[src/inc/t3c_pkg.sv]
// constants and carrier types of the timer 3 control block
`default_nettype none

package t3c_pkg;

	// ***********************************************************
	// register map
	// ***********************************************************
	localparam logic [7:0] ADDR_CTRL      = 8'h91;
	localparam logic [7:0] ADDR_RELOAD_LO = 8'h92;
	localparam logic [7:0] ADDR_RELOAD_HI = 8'h93;
	localparam logic [7:0] ADDR_COUNT_LO  = 8'h94;
	localparam logic [7:0] ADDR_COUNT_HI  = 8'h95;
	localparam logic [7:0] CTRL_RESET     = 8'h00;
	localparam logic [7:0] BYTE_RESET     = 8'h00;
	localparam logic [7:0] BYTE_MAX       = 8'hff;
	localparam logic [7:0] BYTE_ZERO      = 8'h00;
	localparam logic [7:0] READ_UNMAPPED  = 8'h00;

	// ***********************************************************
	// source dividers
	// ***********************************************************
	localparam int         SYS_DIV      = 12;
	localparam int         SRC_DIV      = 8;
	localparam logic [3:0] SYS_DIV_LAST = 4'(SYS_DIV - 1);
	localparam logic [2:0] SRC_DIV_LAST = 3'(SRC_DIV - 1);

	// alternate clock select codes
	localparam logic [1:0] ALT_SYS12 = 2'h0;
	localparam logic [1:0] ALT_EXT8  = 2'h1;
	localparam logic [1:0] ALT_RSVD  = 2'h2;
	localparam logic [1:0] ALT_LFO8  = 2'h3;

	// control register, bit 7 down to bit 0
	typedef struct packed {
		logic       high_byte_overflow_flag;
		logic       low_byte_overflow_flag;
		logic       low_byte_irq_enable;
		logic       osc_capture_enable;
		logic       split_mode_enable;
		logic       run_control;
		logic [1:0] alt_clock_select;
	} t3c_ctrl_t;

	// count strobes from the clock source selector
	typedef struct packed {
		logic tick_hi;
		logic tick_lo;
		logic lfo_fall;
	} t3c_tick_t;

endpackage

`default_nettype wire

[src/verilog/t3c_clk_src.sv]
// clock source selection, pin synchronisers and dividers for timer 3
`default_nettype none

module t3c_clk_src (
	// clock and reset
	input  wire logic            clk_i,
	input  wire logic            rst_i,
	input  wire logic            ce_i,
	// asynchronous pins
	input  wire logic            ext_clk_i,
	input  wire logic            low_freq_oscillator_i,
	// selection
	input  wire logic [1:0]      alt_clock_select_i,
	input  wire logic            high_byte_fast_clock_select_i,
	input  wire logic            low_byte_fast_clock_select_i,
	// strobes
	output t3c_pkg::t3c_tick_t   tick_o
);
	import t3c_pkg::*;

	// ***********************************************************
	// pin synchronisers, index 0 external clock, 1 oscillator
	// ***********************************************************
	logic [1:0] pin_raw;
	logic [1:0] sync1;
	logic [1:0] sync2;
	logic [1:0] sync3;
	logic [1:0] stable;
	logic [1:0] rise;
	logic [1:0] fall;
	logic [1:0] div_tick;
	logic [3:0] sys_cnt;
	logic       sys_tick;
	logic       alt_tick;

	assign pin_raw = {low_freq_oscillator_i, ext_clk_i};

	genvar g;
	generate
		for (g = 0; g < 2; g++) begin : g_pin
			logic [2:0] div_cnt;
			// three stages; a change counts only once stages two and three agree
			always_ff @(posedge clk_i or posedge rst_i) begin
				// each lane clears only its own bit so the lanes never share a driver
				if (rst_i) begin
					sync1[g]  <= 1'b0;
					sync2[g]  <= 1'b0;
					sync3[g]  <= 1'b0;
					stable[g] <= 1'b0;
				end else if (ce_i) begin
					sync1[g] <= pin_raw[g];
					sync2[g] <= sync1[g];
					sync3[g] <= sync2[g];
					if (sync2[g] == sync3[g]) begin
						stable[g] <= sync3[g];
					end
				end
			end
			assign rise[g] = (sync2[g] == sync3[g]) && sync3[g] && !stable[g];
			assign fall[g] = (sync2[g] == sync3[g]) && !sync3[g] && stable[g];
			// divide by eight on synchronised rising edges
			always_ff @(posedge clk_i or posedge rst_i) begin
				if (rst_i) begin
					div_cnt <= 3'h0;
				end else if (ce_i && rise[g]) begin
					div_cnt <= div_cnt + 3'h1;
				end
			end
			assign div_tick[g] = rise[g] && (div_cnt == SRC_DIV_LAST);
		end
	endgenerate

	// system clock prescaler by twelve
	always_ff @(posedge clk_i or posedge rst_i) begin
		if (rst_i) begin
			sys_cnt <= 4'h0;
		end else if (ce_i) begin
			sys_cnt <= (sys_cnt == SYS_DIV_LAST) ? 4'h0 : sys_cnt + 4'h1;
		end
	end
	assign sys_tick = (sys_cnt == SYS_DIV_LAST);

	// alternate source; reserved code gives no strobe at all
	always_comb begin
		unique case (alt_clock_select_i)
			ALT_SYS12: alt_tick = sys_tick;
			ALT_EXT8:  alt_tick = div_tick[0];
			ALT_RSVD:  alt_tick = 1'b0;
			ALT_LFO8:  alt_tick = div_tick[1];
		endcase
	end

	// registered strobes; both bytes share the alternate source
	always_ff @(posedge clk_i or posedge rst_i) begin
		if (rst_i) begin
			tick_o <= '0;
		end else if (ce_i) begin
			tick_o.tick_hi  <= high_byte_fast_clock_select_i | alt_tick;
			tick_o.tick_lo  <= low_byte_fast_clock_select_i | alt_tick;
			tick_o.lfo_fall <= fall[1];
		end
	end

	// ***********************************************************
	// checks
	// ***********************************************************
	a_reserved_idle: assert property (@(posedge clk_i) disable iff (rst_i)
		ce_i && alt_clock_select_i == ALT_RSVD && !low_byte_fast_clock_select_i
		|=> !tick_o.tick_lo)
		else $error("reserved clock select produced a low byte strobe");

endmodule

`default_nettype wire

[src/verilog/t3c_top.sv]
// timer 3 counter, reload, flags and control register with its special register port
`default_nettype none

module t3c_top (
	// clock and reset
	input  wire logic       clk_i,
	input  wire logic       rst_i,
	input  wire logic       ce_i,
	// special function register port
	input  wire logic [7:0] sfr_addr_i,
	input  wire logic       sfr_wr_i,
	input  wire logic       sfr_rd_i,
	input  wire logic [7:0] sfr_wdata_i,
	output logic [7:0]      sfr_rdata_o,
	// clock control bits and interrupt enable from elsewhere
	input  wire logic       high_byte_fast_clock_select_i,
	input  wire logic       low_byte_fast_clock_select_i,
	input  wire logic       timer_irq_enable_i,
	// pins
	input  wire logic       ext_clk_i,
	input  wire logic       low_freq_oscillator_i,
	// interrupt request
	output logic            timer_irq_o
);
	import t3c_pkg::*;

	t3c_ctrl_t  ctrl;
	t3c_tick_t  tick;
	logic [7:0] count_lo;
	logic [7:0] count_hi;
	logic [7:0] reload_lo;
	logic [7:0] reload_hi;
	logic [7:0] next_count_lo;
	logic [7:0] next_count_hi;
	logic       wr_ctrl;
	logic       wr_rl_lo;
	logic       wr_rl_hi;
	logic       wr_cnt_lo;
	logic       wr_cnt_hi;
	logic       inc_lo;
	logic       inc_hi;
	logic       lo_ovf;
	logic       hi_ovf;
	logic       wrap16;
	logic       cap_evt;
	logic       set_hi;
	logic       set_lo;

	// ***********************************************************
	// clock sources
	// ***********************************************************
	t3c_clk_src u_clk_src (
		.clk_i                         (clk_i),
		.rst_i                         (rst_i),
		.ce_i                          (ce_i),
		.ext_clk_i                     (ext_clk_i),
		.low_freq_oscillator_i         (low_freq_oscillator_i),
		.alt_clock_select_i            (ctrl.alt_clock_select),
		.high_byte_fast_clock_select_i (high_byte_fast_clock_select_i),
		.low_byte_fast_clock_select_i  (low_byte_fast_clock_select_i),
		.tick_o                        (tick)
	);

	// ***********************************************************
	// register decode
	// ***********************************************************
	assign wr_ctrl   = ce_i && sfr_wr_i && (sfr_addr_i == ADDR_CTRL);
	assign wr_rl_lo  = ce_i && sfr_wr_i && (sfr_addr_i == ADDR_RELOAD_LO);
	assign wr_rl_hi  = ce_i && sfr_wr_i && (sfr_addr_i == ADDR_RELOAD_HI);
	assign wr_cnt_lo = ce_i && sfr_wr_i && (sfr_addr_i == ADDR_COUNT_LO);
	assign wr_cnt_hi = ce_i && sfr_wr_i && (sfr_addr_i == ADDR_COUNT_HI);

	// ***********************************************************
	// count events
	// ***********************************************************
	// low byte runs free in split mode, follows run control otherwise
	assign inc_lo = ce_i && tick.tick_lo &&
		(ctrl.split_mode_enable || ctrl.run_control);
	assign inc_hi = ctrl.split_mode_enable ?
		(ce_i && tick.tick_hi && ctrl.run_control) :
		(inc_lo && count_lo == BYTE_MAX);
	assign lo_ovf  = inc_lo && (count_lo == BYTE_MAX);
	assign wrap16  = !ctrl.split_mode_enable && lo_ovf && (count_hi == BYTE_MAX);
	assign hi_ovf  = inc_hi && (count_hi == BYTE_MAX);
	assign cap_evt = ce_i && ctrl.osc_capture_enable && tick.lfo_fall;
	assign set_hi  = hi_ovf || cap_evt;
	assign set_lo  = lo_ovf;

	// next count values; reload on wrap, own byte in split mode
	always_comb begin
		next_count_lo = count_lo;
		next_count_hi = count_hi;
		if (inc_lo) begin
			if (lo_ovf && (ctrl.split_mode_enable || wrap16)) begin
				next_count_lo = reload_lo;
			end else begin
				next_count_lo = count_lo + 8'h01;
			end
		end
		if (inc_hi) begin
			if (hi_ovf) begin
				next_count_hi = reload_hi;
			end else begin
				next_count_hi = count_hi + 8'h01;
			end
		end
	end

	// ***********************************************************
	// count registers; a software write overrides a count step
	// ***********************************************************
	always_ff @(posedge clk_i or posedge rst_i) begin
		if (rst_i) begin
			count_lo <= BYTE_RESET;
			count_hi <= BYTE_RESET;
		end else if (ce_i) begin
			count_lo <= wr_cnt_lo ? sfr_wdata_i : next_count_lo;
			count_hi <= wr_cnt_hi ? sfr_wdata_i : next_count_hi;
		end
	end

	// reload pair; capture wins over software so no measurement is lost
	always_ff @(posedge clk_i or posedge rst_i) begin
		if (rst_i) begin
			reload_lo <= BYTE_RESET;
			reload_hi <= BYTE_RESET;
		end else if (cap_evt) begin
			reload_lo <= count_lo;
			reload_hi <= count_hi;
		end else begin
			if (wr_rl_lo) begin
				reload_lo <= sfr_wdata_i;
			end
			if (wr_rl_hi) begin
				reload_hi <= sfr_wdata_i;
			end
		end
	end

	// ***********************************************************
	// control register and flags
	// ***********************************************************
	// flags are only cleared by a write; a same-cycle set always survives
	always_ff @(posedge clk_i or posedge rst_i) begin
		if (rst_i) begin
			ctrl <= CTRL_RESET;
		end else if (ce_i) begin
			if (wr_ctrl) begin
				ctrl <= sfr_wdata_i;
			end
			if (set_hi) begin
				ctrl.high_byte_overflow_flag <= 1'b1;
			end
			if (set_lo) begin
				ctrl.low_byte_overflow_flag <= 1'b1;
			end
		end
	end

	// interrupt request level, cleared through the flags or by dropping timer_irq_enable_i
	always_ff @(posedge clk_i or posedge rst_i) begin
		if (rst_i) begin
			timer_irq_o <= 1'b0;
		end else if (ce_i) begin
			timer_irq_o <= timer_irq_enable_i && (ctrl.high_byte_overflow_flag ||
				(ctrl.low_byte_irq_enable && ctrl.low_byte_overflow_flag));
		end
	end

	// read data, one cycle after the read strobe
	always_ff @(posedge clk_i or posedge rst_i) begin
		if (rst_i) begin
			sfr_rdata_o <= READ_UNMAPPED;
		end else if (ce_i && sfr_rd_i) begin
			unique case (sfr_addr_i)
				ADDR_CTRL:      sfr_rdata_o <= ctrl;
				ADDR_RELOAD_LO: sfr_rdata_o <= reload_lo;
				ADDR_RELOAD_HI: sfr_rdata_o <= reload_hi;
				ADDR_COUNT_LO:  sfr_rdata_o <= count_lo;
				ADDR_COUNT_HI:  sfr_rdata_o <= count_hi;
				default:        sfr_rdata_o <= READ_UNMAPPED;
			endcase
		end
	end

	// ***********************************************************
	// checks
	// ***********************************************************
	a_hi_flag_set: assert property (@(posedge clk_i) disable iff (rst_i)
		hi_ovf |=> ctrl.high_byte_overflow_flag)
		else $error("high byte overflow did not set the high flag");

	a_wrap_reload: assert property (@(posedge clk_i) disable iff (rst_i)
		wrap16 && !wr_cnt_lo && !wr_cnt_hi && !cap_evt
		|=> {count_hi, count_lo} == $past({reload_hi, reload_lo}))
		else $error("16-bit wrap did not load the reload pair");

	a_lo_flag_set: assert property (@(posedge clk_i) disable iff (rst_i)
		lo_ovf |=> ctrl.low_byte_overflow_flag)
		else $error("low byte overflow did not set the low flag");

	a_hi_flag_sticky: assert property (@(posedge clk_i) disable iff (rst_i)
		ctrl.high_byte_overflow_flag && !wr_ctrl |=> ctrl.high_byte_overflow_flag)
		else $error("high flag cleared without a software write");

	a_lo_flag_sticky: assert property (@(posedge clk_i) disable iff (rst_i)
		ctrl.low_byte_overflow_flag && !wr_ctrl |=> ctrl.low_byte_overflow_flag)
		else $error("low flag cleared without a software write");

	a_set_wins_clear: assert property (@(posedge clk_i) disable iff (rst_i)
		wr_ctrl && set_hi |=> ctrl.high_byte_overflow_flag)
		else $error("software clear beat a hardware set");

	a_irq_from_high: assert property (@(posedge clk_i) disable iff (rst_i)
		ce_i && timer_irq_enable_i && ctrl.high_byte_overflow_flag |=> timer_irq_o)
		else $error("high flag did not raise the interrupt");

	a_irq_from_low: assert property (@(posedge clk_i) disable iff (rst_i)
		ce_i && timer_irq_enable_i && ctrl.low_byte_irq_enable
		&& ctrl.low_byte_overflow_flag |=> timer_irq_o)
		else $error("enabled low flag did not raise the interrupt");

	a_capture_copy: assert property (@(posedge clk_i) disable iff (rst_i)
		cap_evt |=> {reload_hi, reload_lo} == $past({count_hi, count_lo})
		&& ctrl.high_byte_overflow_flag)
		else $error("capture did not copy the count and set the high flag");

	a_capture_irq: assert property (@(posedge clk_i) disable iff (rst_i)
		cap_evt && timer_irq_enable_i ##1 ce_i && timer_irq_enable_i |=> timer_irq_o)
		else $error("capture event raised no interrupt");

	a_hold_stopped: assert property (@(posedge clk_i) disable iff (rst_i)
		!ctrl.split_mode_enable && !ctrl.run_control && !wr_cnt_lo && !wr_cnt_hi
		|=> $stable({count_hi, count_lo}))
		else $error("stopped 16-bit counter moved");

	a_split_lo_free: assert property (@(posedge clk_i) disable iff (rst_i)
		ce_i && ctrl.split_mode_enable && !ctrl.run_control && tick.tick_lo && !wr_cnt_lo
		|=> count_lo != $past(count_lo) && $stable(count_hi) || $past(wr_cnt_hi))
		else $error("split mode low byte did not count with run control off");

endmodule

`default_nettype wire

[config.mk]
export PLATFORM = sky130hd
export DESIGN_NAME = t3c_top
export DESIGN_NICKNAME = d
export VERILOG_FILES = /design/src/inc/t3c_pkg.sv /design/src/verilog/t3c_clk_src.sv /design/src/verilog/t3c_top.sv
export SDC_FILE = /design/constraint.sdc
export NUM_CORES = 1
export LEC_CHECK = 0
export BUFFER_PORTS_ARGS = -buffer_cell sky130_fd_sc_hd__buf_4
export CORE_MARGIN = 3
export CORE_UTILIZATION = 54
export DETAILED_ROUTE_END_ITERATION = 12
export PLACE_DENSITY_LB_ADDON = 0.05
export SLEW_MARGIN = 30
export SYNTH_ARGS = -nofsm -noshare
export SYNTH_HDL_FRONTEND = slang
export SYNTH_HIERARCHICAL = 1
export SYNTH_SLANG_ARGS = --single-unit
[constraint.sdc]
create_clock -name clk_i -period 1.63 [get_ports clk_i]
set_input_delay 0 -clock clk_i [delete_from_list [all_inputs] [get_ports clk_i]]
set_output_delay 0 -clock clk_i [all_outputs]
set_load 0.005 [all_outputs]
Word level (Yosys, flattened, before mapping)
Cells that the tools add are included.
Word-level totals
  flip-flop bits (word level): 70
  input port bits: 26
  output and inout port bits: 9
  word-level logic and storage cells: 118
Operators by class
  $add $sub $neg: 5
  equality and inequality tests: 15
  mux-type cells: 17
  bitwise logic cells: 2
  reductions and logical operators: 52
Operators by type and width (number)
  two-way mux 8 bit: 11
  == test 8 bit (second input constant): 7
  one-hot mux 8 bit (5 select lines): 1
  logical AND 1 bit: 30
  adder 8 x 1 -> 8 bit (second input constant): 2
  AND reduction 2 bit: 7
  nonzero test 2 bit: 6
  adder 3 x 1 -> 3 bit (second input constant): 2
  == test 3 bit (second input constant): 2
  adder 4 x 1 -> 4 bit (second input constant): 1
  == test 2 bit (second input constant): 2
  == test 4 bit (second input constant): 1
  logical NOT 1 bit: 4
  logical OR 1 bit: 4
  two-way mux 4 bit: 1
  one-hot mux 1 bit (4 select lines): 1
  two-way mux 1 bit: 3
  == test 1 bit: 2
  == test 2 x 1 -> 1 bit (second input constant): 1
  logical NOT 2 bit: 1
  bitwise OR 1 bit: 2

Longest topological paths before layout
  word-level depth: 10
  mapped depth: 8

Hierarchy
The synthesis kept the hierarchy.
By module, submodules not included
  t3c_top: times used 1, cells each 322, area each 2981.6 um^2
  t3c_clk_src: times used 1, cells each 80, area each 994.7 um^2

Worst setup path after synthesis
Ideal clock, no wire load.
  path type: flip-flop to flip-flop
  start: reg count_lo[0]
  end: reg count_lo[1]
  arrival: 1.666 ns
  required time: 1.506 ns
  setup slack: -0.160 ns
  stages on the path, launching flop included: 7
  path buffers: 0
  period minus slack after synthesis: 1.790 ns
  path through: dfrtp_1 -> ha_1 -> nand4_1 -> or3_4 -> nor2_4 -> mux2i_1 -> o21ai_1
On the way
  cells in the longest elaborated chain, start to end: 9
  elaborated cells between the ends (all ways): 10
  those cells by class: add/sub: 1; eq/ne: 1; mux: 3; reduce/logical: 5
Ends and longest elaborated chain
  start, declared: line t3c_top.sv:29  | logic [7:0] count_lo;
  start signal, assigned: line t3c_top.sv:117  | count_lo <= wr_cnt_lo ? sfr_wdata_i : next_count_lo;
  branches (longest 6 deep; another with adder 8 x 1 -> 8 bit)
  two-way mux 8 bit *: line t3c_top.sv:94  | if (lo_ovf && (ctrl.split_mode_enable || wrap16)) begin
  two-way mux 8 bit *: line t3c_top.sv:93  | if (inc_lo) begin
  two-way mux 8 bit *: line t3c_top.sv:117
Every way passes the cells marked *. The select of a mux whose other input is x is not followed.
A chain may end at the register's enable or synchronous reset.

Worst setup path in the final report
  start: reg count_lo[1]
  end: reg count_lo[5]
Same word-level chain as after synthesis.

==> reports/results.ini <==
[drt]
drt_iter0_markers=209
drtPass1Iterations=5
drcViolationCount=0
routed.top_layer=met4
drt-met1-wl_mm=4.676
viasPerCell=5.762
routedWlPerCell_um=17.90
wirelength_mm=10.54
wl_met3_um=378
vias=3394
dr_wl_met2_mm=5.194
antenna_left=0

[global_route]
grt_pass1_wl_mm=17.38
grt_antenna_before_repair=0
grt_max_degree=50
grt.total_usage_pct=26.57
grt.overflow.total=0
first_global_vias=3443

[layout]
nNetsFinal=524
multi_input_area_um2=2105
seqCellArea_um2=1752
final_cells=589
fillers=569
final_common_cell=buf_4
syn_to_final_growth_pct=26.56
antennaDiodeCount=0
drive_above_1_share_pct=29.61
final_cell_mix=buf_4 (79), dfrtp_1 (70), nand2_1 (47)

[die]
io_pins=35
start_util_pct=56.95
die_y_um=91.81
rows=30
dieArea_um2=8429
fp.coreArea_um2=6982
fp.dieW_um=91.81

[synth]
yosysTopAreaCellShare_pct=44.05
synth_seq_cells=70
synth_edf_count=0
syn-num-nets=438
synth.area.top_cells=dfrtp_1 (44%), mux2i_1 (6.0%), mux2_2 (5.9%)
synth_area_um2=3976
avgSynthCellArea_um2=9.891
seq_area_frac_synth_pct=44.05
synthFlopType=dfrtp_1
yosysWarnings=6
synth_top_cell_by_area=dfrtp_1
yosys.cell_types.count=62
syn_inst=402
synth-async-reset-ratio_pct=100.0

[sta]
setup_viol=15
finClkSkew_ns=0.01258
hold_viol=0
slew_headroom_pct=64.04
finalMaxSlewViolations=0
min_period_ns=1.748
clock.fmax_mhz=572.1
setup_ws_ns=-0.1180
rsz0062_at_grt=yes
timing.final.crit_share_pct=107.2
worstMarginPinSlew_ns=0.5384
setup-tns-final_ns=-0.8532

[cts]
cts_tree=built
insertion_delay_ns=0.35
cts_root_buf=clkbuf_8
cts.sinks=70
clk_path_buf_depth=2
cts.clk_slew.worst_paths_ns=0.08
cts_buffers=9
htree_levels=3

[power]
leakagePower_uw=0.002219
ir_drop_v=0.0006961
powerDensity_nw_per_um2=921.6

[place]
port_buffers=34
place_inst=554
routabilityCongestion=0.9261
dp_hpwl_mm=7.574

[min_path]
hold_class=in2reg

[setup_path]
worstSetupEndpointType=register
path_cells=ha_2 -> nand4_1 -> or3_4 -> nor2_4 -> buf_6 -> mux2i_1 -> o21ai_1
cp-endpoint=count_lo[5]$_DFFE_PP0P_
crit_start=count_lo[1]$_DFFE_PP0P_
max_stage_delay_ns=0.45
timing.rr.start=count_lo[1]$_DFFE_PP0P_
required_ns=1.86
crit_slowest_cell=or3_4
start_kind=register
crit_arrival_ns=1.98
r2r-end=count_lo[5]$_DFFE_PP0P_
path_class=reg2reg
regToRegSetupSlack_ns=-0.12
reg2regPathDepth=7
crit_fanout=3

[status]
status=finished with violations
violations=setup timing

[flow_run]
cap_violations=0

==> logic make-up after synthesis <==
| logic type | after synthesis | share of synthesized area [%] |
|---|---|---|
| AO/OA/AOI/OAI | 109 | 16.65 |
| AND/OR/NAND/NOR | 125 | 17.78 |
| flip-flops | 70 | 44.05 |
| buffers and inverters | 34 | 4.405 |
| multiplexers | 45 | 11.99 |
| XOR/XNOR | 9 | 1.982 |
| adder cells (fa/ha/maj) | 10 | 3.147 |
==> repair_timing <==
item / in CTS / in global routing
pin swaps: 1 / 10
gates cloned: 1 / 0
endpoints found under the hold margin: 99 / 0
setup endpoints to repair: 18 / 18
hold buffers: 14 / 0
buffers inserted: 3 / 1
resized for setup: 7 / 11
==> critical path, delay by kind of cell, from the launching register on <==
| kind | cells | cell delay [ns] |
|---|---|---|
| multiplexers | 1 | 0.18 |
| AO/OA/AOI/OAI | 1 | 0.09 |
| AND/OR/NAND/NOR | 3 | 0.70 |
| adder cells (fa/ha/maj) | 1 | 0.19 |
| flip-flops | 1 | 0.36 |
| buffers and inverters | 1 | 0.12 |
==> cell type report <==
type | instances | area share (%)
clock inverter | 5 | 1.169
multi-input combinational | 298 | 41.82
inverter | 10 | 0.7459
clock buffer | 11 | 2.810
timing repair buffer | 99 | 16.26
sequential | 70 | 34.81
tap | 96 | 2.387
==> registers in the layout, indices dropped and copies added (netlist names) <==
register / count
sfr_rdata_o: 8
u_clk_src/sync2: 2
reload_hi: 8
timer_irq_o: 1
u_clk_src/sys_cnt: 4
count_lo: 8
ctrl: 8
count_hi: 8
u_clk_src/sync3: 2
u_clk_src/g_pin.div_cnt: 6
u_clk_src/sync1: 2
u_clk_src/stable: 2
u_clk_src/tick_o: 3
reload_lo: 8
==> report_power, final <==
group          leakage [uW]  switching, uW  total [uW]  internal [uW]
combinational       0.00120            469        1030            564
clock             0.0000955            684        1430            749
sequential         0.000925            186        2170           1990
==> Yosys cell counts, types with 4 or more instances <==
cell      number
a21oi_1       24
a22oi_1       13
and3_1         8
buf_2          8
buf_4          4
clkbuf_1       9
dfrtp_1       70
ha_1          10
inv_1         10
mux2_2        21
mux2i_1       24
nand2_1       47
nand3_1       10
nand3b_1       4
nand4_1        4
nor2_1        13
nor3_1         4
o211ai_1       4
o21ai_0       30
o21ai_1       11
o22ai_1        6
o31ai_1        4
xnor2_1        6
==> how the worst min path moves through the flow <==
stage | start | to | cells past startpoint
2_1_floorplan | rst_i | u_clk_src/g_pin[0].div_cnt[0]$_DFFE_PP0P_ | 1
3_3_place_gp | rst_i | u_clk_src/sys_cnt[0]$_DFFE_PP0P_ | 3
3_5_place_dp | rst_i | u_clk_src/sys_cnt[0]$_DFFE_PP0P_ | 3
4_1_cts | ce_i | timer_irq_o$_DFFE_PP0P_ | 3
5_1_grt | ce_i | timer_irq_o$_DFFE_PP0P_ | 3
6_report | ce_i | timer_irq_o$_DFFE_PP0P_ | 3
==> per-layer routing <==
metal | vias up | track usage (%)
met5 | - | 0
met4 | 0 | 12.00
met3 | 22 | 4.594
met2 | 95 | 44.00
met1 | 1634 | 34.04
li1 | 1643 | -
==> metrics by stage <==
step	total power (uW)	setup slack [ns]	area, um^2	hold slack (ns)	util [%]
floorplan	2802	-0.1459	3995	-0.02347	-
global placement	3123	-0.04036	4601	0.06309	65.90
detailed placement	3173	-0.1485	4601	0.06012	65.90
CTS	4633	-0.09383	4990	0.05745	71.47
global route	4898	-0.2283	5032	0.07429	72.08
finish	4638	-0.1180	5032	0.07355	72.08
Note: power is estimated with default switching activity, not from simulation.
